File: src/verilog/dpi2c_pkg.sv
`default_nettype none
package dpi2c_pkg;
   // system clock rate and one quarter of an scl period
   localparam int CLK_KHZ = 40000;
   localparam int T_QTR_NS = 700;
   // rounded up: a shorter quarter would break the low-time minimum
   localparam int QTR_CYC = (T_QTR_NS * CLK_KHZ + 999999) / 1000000;
   localparam int QTR_W = 5;
   localparam logic [QTR_W-1:0] QTR_LAST = QTR_W'(QTR_CYC - 1);
   localparam logic [QTR_W-1:0] QTR_ZERO = 5'h00;

   // target address: fixed upper bits, low bits from the strap
   localparam logic [4:0] ADDR_HI = 5'h0A;
   localparam logic [1:0] ALO_GND = 2'h0;
   localparam logic [1:0] ALO_OPEN = 2'h1;
   localparam logic [1:0] ALO_SUPPLY = 2'h3;
   localparam logic [6:0] GCALL_ADDR = 7'h00;
   localparam logic [7:0] GCALL_RESET = 8'h06;
   localparam logic [7:0] CMD_WIPER = 8'h00;
   localparam logic [7:0] CMD_CONFIG = 8'h80;
   localparam logic RW_WRITE = 1'b0;
   localparam logic RW_READ = 1'b1;
   localparam logic [7:0] BYTE_IDLE = 8'hFF;

   // bit counter, byte positions, quarters, retries
   localparam logic [2:0] BIT_LAST = 3'h7;
   localparam logic [2:0] BIT_ZERO = 3'h0;
   localparam logic [1:0] POS_ADDR = 2'h0;
   localparam logic [1:0] POS_CMD = 2'h1;
   localparam logic [1:0] POS_DATA = 2'h2;
   localparam logic [1:0] POS_RX = 2'h3;
   localparam logic [1:0] Q_0 = 2'h0;
   localparam logic [1:0] Q_1 = 2'h1;
   localparam logic [1:0] Q_2 = 2'h2;
   localparam logic [1:0] Q_3 = 2'h3;
   localparam logic [1:0] RETRY_MAX = 2'h3;
   localparam logic [7:0] HI_SAT = 8'hFF;

   typedef enum logic [1:0] {
      OP_WRITE = 2'h0,
      OP_READ = 2'h1,
      OP_GCALL = 2'h2
   } dpi2c_op_e;

   typedef enum logic [1:0] {
      SEL_GND = 2'h0,
      SEL_OPEN = 2'h1,
      SEL_SUPPLY = 2'h2
   } dpi2c_asel_e;

   typedef struct packed {
      dpi2c_op_e op;
      logic [7:0] cmd;
      logic [7:0] data;
   } dpi2c_req_s;

   typedef struct packed {
      logic ok;
      logic [1:0] tries;
      logic [7:0] rdata;
   } dpi2c_rsp_s;

   typedef enum logic [6:0] {
      ST_IDLE = 7'h01,
      ST_START = 7'h02,
      ST_BYTE = 7'h04,
      ST_ACK = 7'h08,
      ST_RSTART = 7'h10,
      ST_STOP = 7'h20,
      ST_FIN = 7'h40
   } dpi2c_st_e;
endpackage
`default_nettype wire

File: src/verilog/dpi2c_sync.sv
`timescale 1ns/1ps
`default_nettype none
module dpi2c_sync (
   input wire logic sys_clk,
   input wire logic rst,
   input wire logic [1:0] d,
   output logic [1:0] q
);
   logic [1:0] meta_r;

   // two stages; the first is read by nothing but the second
   always_ff @(posedge sys_clk or posedge rst) begin
      if (rst) begin
         meta_r <= 2'h3;
         q <= 2'h3;
      end else begin
         meta_r <= d;
         q <= meta_r;
      end
   end
endmodule
`default_nettype wire

File: src/verilog/dpi2c_tick.sv
`timescale 1ns/1ps
`default_nettype none
module dpi2c_tick (
   input wire logic sys_clk,
   input wire logic rst,
   output logic tick
);
   import dpi2c_pkg::*;
   logic [QTR_W-1:0] cnt_r;

   // free-running quarter-period divider
   always_ff @(posedge sys_clk or posedge rst) begin
      if (rst) begin
         cnt_r <= QTR_ZERO;
      end else if (cnt_r == QTR_LAST) begin
         cnt_r <= QTR_ZERO;
      end else begin
         cnt_r <= cnt_r + 5'h01;
      end
   end

   assign tick = (cnt_r == QTR_LAST);
endmodule
`default_nettype wire

File: src/verilog/dpi2c_master.sv
// Behaviour
// - serial clock kept at or below 400kHz
// - lines rest high; start is data falling while clock high
// - stop is data rising while clock high, ends the transfer
// - repeated start keeps the bus; next byte is a fresh address
// - write sends address, command, data, framed by start and stop
// - each byte is eight bits plus a ninth acknowledge clock
// - missing acknowledge fails the transfer; master retries
// - read: address, then nine clocks per requested byte
// - master acknowledges bytes to continue; ends read with nack, stop (here only one byte is read, and it always gets a nack)
// - master never stops inside the clock high of its start
`timescale 1ns/1ps
`default_nettype none
module dpi2c_master (
   input wire logic sys_clk,
   input wire logic rst,
   input wire dpi2c_pkg::dpi2c_asel_e address_select_pin,
   input wire logic req_valid,
   output logic req_ready,
   input wire dpi2c_pkg::dpi2c_req_s req,
   output logic rsp_valid,
   output dpi2c_pkg::dpi2c_rsp_s rsp,
   input wire logic scl_i,
   output logic scl_o,
   output logic scl_oe,
   input wire logic sda_i,
   output logic sda_o,
   output logic sda_oe
);
   import dpi2c_pkg::*;

   dpi2c_st_e st_r, st_nxt;
   dpi2c_op_e op_r;
   logic [1:0] q_r, pos_r, pos_nxt, tries_r;
   logic [2:0] bit_r;
   logic [7:0] shift_r, cmd_r, data_r, hi_cnt_r;
   logic [6:0] addr_r;
   logic samp_r, err_r, tick, step, stall, load, fail, finish, retry;
   logic rx_byte, scl_s, sda_s, scl_low_nxt, sda_low_nxt;
   logic [1:0] last_pos;
   logic [1:0] pins_s;
   dpi2c_rsp_s rsp_r;
   logic rsp_valid_r;

   dpi2c_tick u_tick (
      .sys_clk(sys_clk),
      .rst(rst),
      .tick(tick)
   );

   // pins cross in from the bus before anything looks at them
   dpi2c_sync u_sync (
      .sys_clk(sys_clk),
      .rst(rst),
      .d({scl_i, sda_i}),
      .q(pins_s)
   );
   assign scl_s = pins_s[1];
   assign sda_s = pins_s[0];

   // a released clock that is still low holds the quarter (stretching)
   assign stall = !scl_oe && !scl_s && (st_r != ST_IDLE);
   assign step = tick && !stall;
   assign rx_byte = (op_r == OP_READ) && (pos_r == POS_RX);
   assign req_ready = (st_r == ST_IDLE);

   // last byte position of each kind of transfer
   always_comb begin
      unique case (op_r)
         OP_READ: last_pos = POS_RX;
         OP_GCALL: last_pos = POS_CMD;
         default: last_pos = POS_DATA;
      endcase
   end

   // byte sent at each position
   function automatic logic [7:0] byte_of(input logic [1:0] p);
      logic [7:0] b;
      b = BYTE_IDLE;
      unique case (p)
         POS_ADDR: b = {addr_r, RW_WRITE};
         POS_CMD: b = (op_r == OP_GCALL) ? GCALL_RESET : cmd_r;
         POS_DATA: b = (op_r == OP_READ) ? {addr_r, RW_READ} : data_r;
         default: b = BYTE_IDLE; // released while the target answers
      endcase
      return b;
   endfunction

   // sequencing between start, bytes, acknowledges, restart and stop
   always_comb begin
      st_nxt = st_r;
      pos_nxt = pos_r;
      load = 1'b0;
      fail = 1'b0;
      finish = 1'b0;
      retry = 1'b0;
      if (st_r == ST_IDLE) begin
         if (req_valid) begin
            st_nxt = ST_START;
         end
      end else if (step && q_r == Q_3) begin
         unique case (st_r)
            ST_START: begin
               st_nxt = ST_BYTE;
               pos_nxt = POS_ADDR;
               load = 1'b1;
            end
            ST_BYTE: begin
               if (bit_r == BIT_ZERO) begin
                  st_nxt = ST_ACK;
               end
            end
            ST_ACK: begin
               if (!rx_byte && samp_r) begin
                  st_nxt = ST_STOP;
                  fail = 1'b1;
               end else if (pos_r == last_pos) begin
                  st_nxt = ST_STOP;
               end else if (op_r == OP_READ && pos_r == POS_CMD) begin
                  st_nxt = ST_RSTART;
                  pos_nxt = POS_DATA;
               end else begin
                  st_nxt = ST_BYTE;
                  pos_nxt = pos_r + 2'h1;
                  load = 1'b1;
               end
            end
            ST_RSTART: begin
               st_nxt = ST_BYTE;
               load = 1'b1;
            end
            ST_STOP: st_nxt = ST_FIN;
            ST_FIN: begin
               // whole transfer again, so a read restarts from its first bit
               if (err_r && tries_r != RETRY_MAX) begin
                  st_nxt = ST_START;
                  retry = 1'b1;
               end else begin
                  st_nxt = ST_IDLE;
                  finish = 1'b1;
               end
            end
            default: st_nxt = ST_IDLE;
         endcase
      end
   end

   // state and quarter of the current bit
   always_ff @(posedge sys_clk or posedge rst) begin
      if (rst) begin
         st_r <= ST_IDLE;
         q_r <= Q_0;
      end else begin
         st_r <= st_nxt;
         if (st_r == ST_IDLE) begin
            q_r <= Q_0;
         end else if (step) begin
            q_r <= q_r + 2'h1;
         end
      end
   end

   // byte position and bit count
   always_ff @(posedge sys_clk or posedge rst) begin
      if (rst) begin
         pos_r <= POS_ADDR;
         bit_r <= BIT_LAST;
      end else begin
         pos_r <= pos_nxt;
         if (load) begin
            bit_r <= BIT_LAST;
         end else if (st_r == ST_BYTE && step && q_r == Q_3 && bit_r != BIT_ZERO) begin
            bit_r <= bit_r - 3'h1;
         end
      end
   end

   // shifter: sample as the high phase ends, shift once the clock is low again
   always_ff @(posedge sys_clk or posedge rst) begin
      if (rst) begin
         shift_r <= BYTE_IDLE;
         samp_r <= 1'b1;
      end else begin
         if (step && q_r == Q_2 && (st_r == ST_BYTE || st_r == ST_ACK)) begin
            samp_r <= sda_s;
         end
         if (load) begin
            shift_r <= byte_of(pos_nxt);
         end else if (st_r == ST_BYTE && step && q_r == Q_3) begin
            shift_r <= {shift_r[6:0], samp_r};
         end
      end
   end

   // request latch; address built from how the select pin is strapped, except a general call, which uses GCALL_ADDR
   always_ff @(posedge sys_clk or posedge rst) begin
      if (rst) begin
         op_r <= OP_WRITE;
         cmd_r <= CMD_WIPER;
         data_r <= BYTE_IDLE;
         addr_r <= GCALL_ADDR;
      end else if (st_r == ST_IDLE && req_valid) begin
         op_r <= req.op;
         cmd_r <= req.cmd;
         data_r <= req.data;
         if (req.op == OP_GCALL) begin
            addr_r <= GCALL_ADDR;
         end else begin
            unique case (address_select_pin)
               SEL_SUPPLY: addr_r <= {ADDR_HI, ALO_SUPPLY};
               SEL_OPEN: addr_r <= {ADDR_HI, ALO_OPEN};
               default: addr_r <= {ADDR_HI, ALO_GND};
            endcase
         end
      end
   end

   // failure flag and attempt count
   always_ff @(posedge sys_clk or posedge rst) begin
      if (rst) begin
         err_r <= 1'b0;
         tries_r <= 2'h0;
      end else if (st_r == ST_IDLE) begin
         err_r <= 1'b0;
         tries_r <= 2'h0;
      end else if (fail) begin
         err_r <= 1'b1;
      end else if (retry) begin
         err_r <= 1'b0;
         tries_r <= tries_r + 2'h1;
      end
   end

   // answer: one-cycle pulse after the closing stop
   always_ff @(posedge sys_clk or posedge rst) begin
      if (rst) begin
         rsp_valid_r <= 1'b0;
         rsp_r <= '0;
      end else begin
         rsp_valid_r <= finish;
         if (st_r == ST_ACK && rx_byte && step && q_r == Q_3) begin
            rsp_r.rdata <= shift_r;
         end
         if (finish) begin
            rsp_r.ok <= !err_r;
            rsp_r.tries <= tries_r;
         end
      end
   end
   assign rsp_valid = rsp_valid_r;
   assign rsp = rsp_r;

   // pin levels per state and quarter; a 1 pulls the line low
   always_comb begin
      scl_low_nxt = 1'b0;
      sda_low_nxt = 1'b0;
      unique case (st_r)
         ST_START: begin
            sda_low_nxt = (q_r != Q_0);
            scl_low_nxt = (q_r == Q_2) || (q_r == Q_3);
         end
         ST_BYTE: begin
            scl_low_nxt = (q_r == Q_0) || (q_r == Q_3);
            sda_low_nxt = !rx_byte && !shift_r[7];
         end
         ST_ACK: begin
            // address and written bytes: released for the target's ack;
            // the single read byte is the last, so it gets a nack
            scl_low_nxt = (q_r == Q_0) || (q_r == Q_3);
         end
         ST_RSTART: begin
            scl_low_nxt = (q_r == Q_0) || (q_r == Q_3);
            sda_low_nxt = (q_r == Q_2) || (q_r == Q_3);
         end
         ST_STOP: begin
            scl_low_nxt = (q_r == Q_0);
            sda_low_nxt = (q_r == Q_0) || (q_r == Q_1);
         end
         default: begin
            scl_low_nxt = 1'b0;
            sda_low_nxt = 1'b0;
         end
      endcase
   end

   always_ff @(posedge sys_clk or posedge rst) begin
      if (rst) begin
         scl_oe <= 1'b0;
         sda_oe <= 1'b0;
      end else begin
         scl_oe <= scl_low_nxt;
         sda_oe <= sda_low_nxt;
      end
   end
   assign scl_o = 1'b0;
   assign sda_o = 1'b0;

   // cycles the clock line has been released
   always_ff @(posedge sys_clk or posedge rst) begin
      if (rst) begin
         hi_cnt_r <= HI_SAT;
      end else if (scl_oe) begin
         hi_cnt_r <= 8'h00;
      end else if (hi_cnt_r != HI_SAT) begin
         hi_cnt_r <= hi_cnt_r + 8'h01;
      end
   end
endmodule
`default_nettype wire

File: config.mk
export PLATFORM = sky130hd
export DESIGN_NAME = dpi2c_master
export DESIGN_NICKNAME = d
export VERILOG_FILES = /design/src/verilog/dpi2c_pkg.sv /design/src/verilog/dpi2c_sync.sv /design/src/verilog/dpi2c_tick.sv /design/src/verilog/dpi2c_master.sv
export SDC_FILE = /design/constraint.sdc
export NUM_CORES = 1
export LEC_CHECK = 0
export BUFFER_PORTS_ARGS = -buffer_cell sky130_fd_sc_hd__buf_2
export CAP_MARGIN = 25
export CORE_UTILIZATION = 46
export CTS_CLUSTER_SIZE = 14
export DETAILED_ROUTE_END_ITERATION = 12
export GPL_TIMING_DRIVEN = 0
export HOLD_SLACK_MARGIN = 0.1
export PLACE_DENSITY = 0.68
export SLEW_MARGIN = 20
export SYNTH_ARGS = -nofsm -noshare
export SYNTH_HDL_FRONTEND = slang
export SYNTH_SLANG_ARGS = --single-unit
export TNS_END_PERCENT = 5
File: constraint.sdc
create_clock -name sys_clk -period 2.8 [get_ports sys_clk]
set_input_delay 0.56 -clock sys_clk [delete_from_list [all_inputs] [get_ports sys_clk]]
set_output_delay 0.56 -clock sys_clk [all_outputs]
set_load 0.01 [all_outputs]
==> Word-level counts from Yosys, hierarchy flattened <==
Index checks and enable logic that the tools add are counted.
{ "word_totals": {"ff_bits": 74, "output_inout_bits": 17, "wordCells": 149, "input_bits": 25} }
{ "op_classes": {"addsub": 5, "n_mux": 54, "n_reduce_logical": 43, "eq_ne": 26} }
{ "ops": {"columns": ["operator", "count"], "rows": [
  ["$pmux W7 S5", 1],
  ["$mux W8", 4],
  ["$mux W7", 4],
  ["$pmux W8 S3", 1],
  ["$mux W2", 11],
  ["$mux W1", 20],
  ["$logic_and A1 B1 Y1", 18],
  ["$mux W6", 3],
  ["$eq A2 B2 Y1 const B", 7],
  ["$pmux W2 S2", 3],
  ["$reduce_bool A2 Y1", 6],
  ["$eq A2 B1 Y1 const B", 5],
  ["$mux W5", 2],
  ["$eq A7 B1 Y1 const B", 1],
  ["$eq A7 B2 Y1 const B", 1],
  ["$eq A7 B3 Y1 const B", 1],
  ["$eq A7 B4 Y1 const B", 1],
  ["$eq A7 B5 Y1 const B", 1],
  ["$eq A7 B6 Y1 const B", 1],
  ["$eq A7 B7 Y1 const B", 1],
  ["$ne A7 B1 Y1 const B", 1],
  ["$add A2 B1 Y2 const B", 3],
  ["$logic_not A1 Y1", 6],
  ["$mux W3", 2],
  ["other kinds (17)", 24]
]} }

==> Longest topological paths before layout <==
{ "depth": {"word_depth": 11, "mapped_depth": 10, "mapped_depth_nobuf": 9} }

==> Modules after synthesis <==
From an unflattened synthesis, not the netlist that was laid out.
{ "unflattened": {"cells_unflattened": 325, "area_unflattened_um2": 3543.4} }
{ "by_module_without_submodules": {"columns": ["module", "instances", "area_each_um2", "seq_area_each_um2", "cells_each"], "rows": [
  ["dpi2c_master", 1, 3203.1, 1552.7, 300],
  ["dpi2c_tick", 1, 231.5, 125.1, 20],
  ["dpi2c_sync", 1, 108.9, 105.1, 5]
]} }

==> Worst setup path after synthesis <==
No wires, ideal clock.
{ "synth_path": {"path_kind": "flip-flop to flip-flop", "start": "register st_r[4]", "end": "register bit_r[0]", "period_less_slack_ps": 2732, "stages_incl_launch_ff": 10, "setup_slack_ps": 68, "arrival_ps": 2652, "required_time_ps": 2719, "setup_ps": 81, "path_buffers": 3, "cell_sequence": "dfrtp_1 > or4_1 > buf_2 > or4_4 > or4b_1 > buf_6 > or2_0 > buf_2 > xnor2_1 > nand2_1"} }
{ "synth_between": {"elab_chain_cells": 8, "word_cells_on_any_way": 19, "classes_between": "6 x eq/ne; 4 x mux; 9 x reduce/logical"} }
{ "synth_rtl": {"columns": ["element", "line_no", "text"], "rows": [
  ["start, declared", "dpi2c_master.sv:32", "dpi2c_st_e st_r, st_nxt;"],
  ["start signal, assigned", "dpi2c_master.sv:154", "st_r <= st_nxt;"],
  ["parallel branches: the longest is 8 deep, another holds $eq A7 B5 Y1", null, null],
  ["end signal, assigned", "dpi2c_master.sv:173", "bit_r <= bit_r - 3'h1;"],
  ["end, declared", "dpi2c_master.sv:35", "logic [2:0] bit_r;"]
]} }
Several ways; the timed one is not identified.
A chain may end at the register's enable or synchronous reset.

==> Final worst setup path <==
{ "layout_path": {"start": "register st_r[4]", "end": "register shift_r[7]"} }
{ "layout_between": {"elab_chain_cells": 10, "word_cells_on_any_way": 25, "classes_between": "8 x eq/ne; 8 x mux; 9 x reduce/logical"} }
{ "layout_rtl": {"columns": ["element", "line_no", "text"], "rows": [
  ["$ne A7 B1 Y1", "dpi2c_master.sv:62", "assign stall = !scl_oe && !scl_s && (st_r != ST_IDLE);"],
  ["$logic_and A1 B1 Y1", "dpi2c_master.sv:62", null],
  ["$logic_not A1 Y1", "dpi2c_master.sv:63", "assign step = tick && !stall;"],
  ["$logic_and A1 B1 Y1", "dpi2c_master.sv:63", null],
  ["$logic_and A1 B1 Y1", "dpi2c_master.sv:101", "end else if (step && q_r == Q_3) begin"],
  ["$mux W2", "dpi2c_master.sv:101", null],
  ["$mux W2", "dpi2c_master.sv:97", "if (st_r == ST_IDLE) begin"],
  ["$eq A2 B2 Y1, or another cell as far along", "dpi2c_master.sv:80", "unique case (p)"],
  ["$pmux W8 S3", "dpi2c_master.sv:80", null],
  ["$mux W8", "dpi2c_master.sv:187", "if (load) begin"],
  ["end signal, assigned", "dpi2c_master.sv:188", "shift_r <= byte_of(pos_nxt);"],
  ["end signal, assigned", "dpi2c_master.sv:190", "shift_r <= {shift_r[6:0], samp_r};"],
  ["end, declared", "dpi2c_master.sv:36", "logic [7:0] shift_r, cmd_r, data_r, hi_cnt_r;"]
]} }
Parallel ways exist; a longest one is shown, timed or not.

==> summary.md <==
| Metric | Value |
|---|---|
| Final Instance Area | 4322 um2 |
| Post-synth ARST share | 1.000 |
| Most common cell after layout, fill and taps aside | dfrtp_1 |
| Worst reg-to-reg setup slack | -0.05 ns |
| Vias per inst | 5.447 |
| Gate Count Post-Synth | 330 |
| Global-route wire length before repair | 12630 um |
| RR Startpoint | st_r[4] |
| Number of diodes | 0 |
| Filler instances | 645 |
| CTS Hold Bufs | 0 |
| Die footprint | 8175 um2 |
| Total global routing overflow | 0 |
| CP endpoint kind | register |
| HPWL Detailed | 5471 um |
| Critical path startpoint category | register |
| Final min period | 2.851 ns |
| Num CTS Buffers | 9 |
| Min Hold Slack | 0.1671 ns |
| Max Fclk | 350.7 MHz |
| Status | finished with violations |
| Share of layout cells above drive strength 1 | 0.3907 |
| Synth cell types | 61 |
| Slew headroom | 0.5926 |
| Antenna viol nets, final | 0 |
| Die width | 90.42 um |
| Hold Fails Final Rpt | 0 |
| Setup Crit Path Kind | register to register |
| Gr usage total | 0.1964 |
| Yosys warns | 0 |
| Vias in the first global route | 2577 |
| Largest net degree at the start of global routing | 49 |
| Max cap viols | 0 |
| Buffers on Ports | 39 |
| Clock sinks | 70 |
| Clk slew on worst S/H paths | 0.08 ns |
| Area after DPL | 3949 um2 |
| Clock Latency Late Sink | 0.35 ns |
| Buffers and inverters on the worst path | 2 |
| Chip height | 90.42 um |
| H-tree Lvls | 3 |
| Most frequent cells in the layout | dfrtp_1 (44), buf_2 (42), mux2_2 (34) |
| Site Rows | 31 |
| Synth-to-layout area growth | 20.18% |
| Routability cong. | 0.8852 |
| RSZ-0062 raised after global routing | true |
| Vias | 2658 |
| Number of cells on the critical path | 8 |
| Routed Wire Length | 7455 um |
| Slowest library cell on the worst path | or4_4 |
| Max-slew violations | 0 |
| Final Util | 0.5833 |
| Initial antenna violation count | 0 |
| Final Cycle Share | 1.018 |
| Setup ws final | -0.05104 ns |
| Initial drt markers | 140 |
| CP most frequent cell | or4_4 |
| Share of the yosys chip area belonging to registers | 0.4958 |
| CTS tree | built |
| Clock Path Buffers | 2 |
| Cell Pwr Density | 493.8 nW/um2 |
| Leakage | 0.001997 uW |
| Crit path max fanout | 10 |
| Drt pass-1 iters | 4 |
| VDD IR-drop max | 379.3 uV |
| Crit-path max cell delay | 0.53 ns |
| Slew @ Worst Pin | 0.6088 ns |
| Failing checks | negative setup slack |
| Synth Area per Inst | 10.90 um2 |
| Sequential cell area | 1784 um2 |
| Delay-heaviest family, CP | simple AND/OR/NAND/NOR gates |
| Routed WL per cell | 15.28 um |
| CP required | 3.08 ns |
| CP Cell Sequence | or4_4, buf_4, or4_4, or4b_4, buf_6, mux2i_2, nor2_1, a221o_1 |
| Starting density of the core | 0.4854 |
| # DRC | 0 |
| Yosys reg bits | 70 |
| NumNets Final | 422 |
| Worst r2r path cells | 8 |
| Ports | 42 |
| Worst R2R End | shift_r[7] |
| Mapped Area | 3596 um2 |
| Final worst clock skew | 0.009886 ns |
| Dpl ws | -0.4032 ns |
| Post-synth EDFFs | 0 |
| Multi-input logic area | 1745 um2 |
| Core area | 7408 um2 |
| Finish-stage setup viols | 7 |
| Clk Tree Root Cell | clkbuf_8 |
| Main synth FF type | dfrtp_1 |
| CP Data Arrival Time | 3.14 ns |
| Hold crit path type | primary input to async pin |
final cells by class:
class,count,area share
sequential,70,0.4129
multi-input combinational,224,0.4039
timing repair buffer,42,0.05501
clock inverter,6,0.03127
clock buffer,10,0.02953
tap,99,0.02866
inverter,22,0.01998
buffer,15,0.01882
how the worst max path moves through the flow:
stage / to / slack [ns] / start
after global routing: bit_r[0] / -0.15 / st_r[4]
after global placement: shift_r[7] / -0.36 / st_r[0]
final: shift_r[7] / -0.05 / st_r[4]
after floorplan: bit_r[0] / 0.07 / st_r[4]
after CTS: bit_r[0] / -0.12 / st_r[4]
after detailed placement: shift_r[7] / -0.40 / st_r[0]
cell families (layout without fill, tap and decap cells):
| kind of cell | after synthesis | after routing | synth area share |
|---|---|---|---|
| AND/OR/NAND/NOR | 98 | 98 | 0.1437 |
| adder cells (fa/ha/maj) | 13 | 13 | 0.04523 |
| XOR/XNOR | 9 | 9 | 0.02192 |
| flip-flops | 70 | 70 | 0.4958 |
| AO/OA/AOI/OAI | 58 | 58 | 0.1138 |
| buffers and inverters | 37 | 95 | 0.04419 |
| other | 1 | 2 | 0.001043 |
| multiplexers | 44 | 44 | 0.1343 |
stage by stage:
step | TNS, ns | power, uW | std cells
global route | -1.307 | 2202 | 488
global placement | -20.14 | 1085 | 469
finish | -0.1186 | 2134 | 488
CTS | -0.4944 | 2157 | 487
detailed placement | -6.415 | 1092 | 470
floorplan | 0 | 1062 | 331
Yosys cell counts (all sizes together), types with 4 or more instances:
cell    count  share of area
a21o        5          0.010
nor3        9          0.014
a21oi       7         0.0097
xor2        5          0.012
clkbuf      8         0.0084
buf         7          0.013
mux2i      10          0.028
nand2      21          0.022
or3         4         0.0073
nor2       27          0.028
mux2       34           0.11
nand3       5         0.0070
ha         13          0.045
a31oi       4         0.0070
xnor2       4         0.0097
dfrtp      45           0.31
o21ai      12          0.017
inv        20          0.021
a221o       4          0.011
dfstp      25           0.18
nor4        7          0.012
timing repair:
item                                    CTS  global route
pin swaps                                 1             0
cloned                                    0             0
endpoints found under the setup margin   38            41
resized for setup                        13            14
buffers inserted                          1             1
state kept, by name (all words and copies together), names as in the netlist:
| signal | flops |
|---|---|
| rsp_valid | 1 |
| shift_r | 8 |
| u_tick.cnt_r | 5 |
| cmd_r | 8 |
| rsp | 11 |
| op_r | 2 |
| pos_r | 2 |
| bit_r | 3 |
| scl_oe | 1 |
| sda_oe | 1 |
| q_r | 2 |
| tries_r | 2 |
| addr_r | 3 |
| err_r | 1 |
| st_r | 7 |
| samp_r | 1 |
| u_sync.q | 2 |
| u_sync.meta_r | 2 |
| data_r | 8 |
layer usage:
layer / GRT usage / vias up / share of wire / wire length [um]
li1: - / 1295 / - / -
met1: 0.2675 / 1297 / 0.47 / 3491
met2: 0.3047 / 55 / 0.48 / 3564
met3: 0.03704 / 11 / 0.037 / 278
met4: 0.08871 / 0 / 0.016 / 121
met5: 0 / - / 0 / 0
report_power, final:
part	leakage [uW]	internal, uW	total [uW]	switching (uW)
Combinational	0.00102	21.3	52.7	31.4
Sequential	0.000859	1020	1020	1.80
Clock	0.000123	682	1060	380
Total	0.00200	1720	2130	413
(Power assumes the default switching activity.)
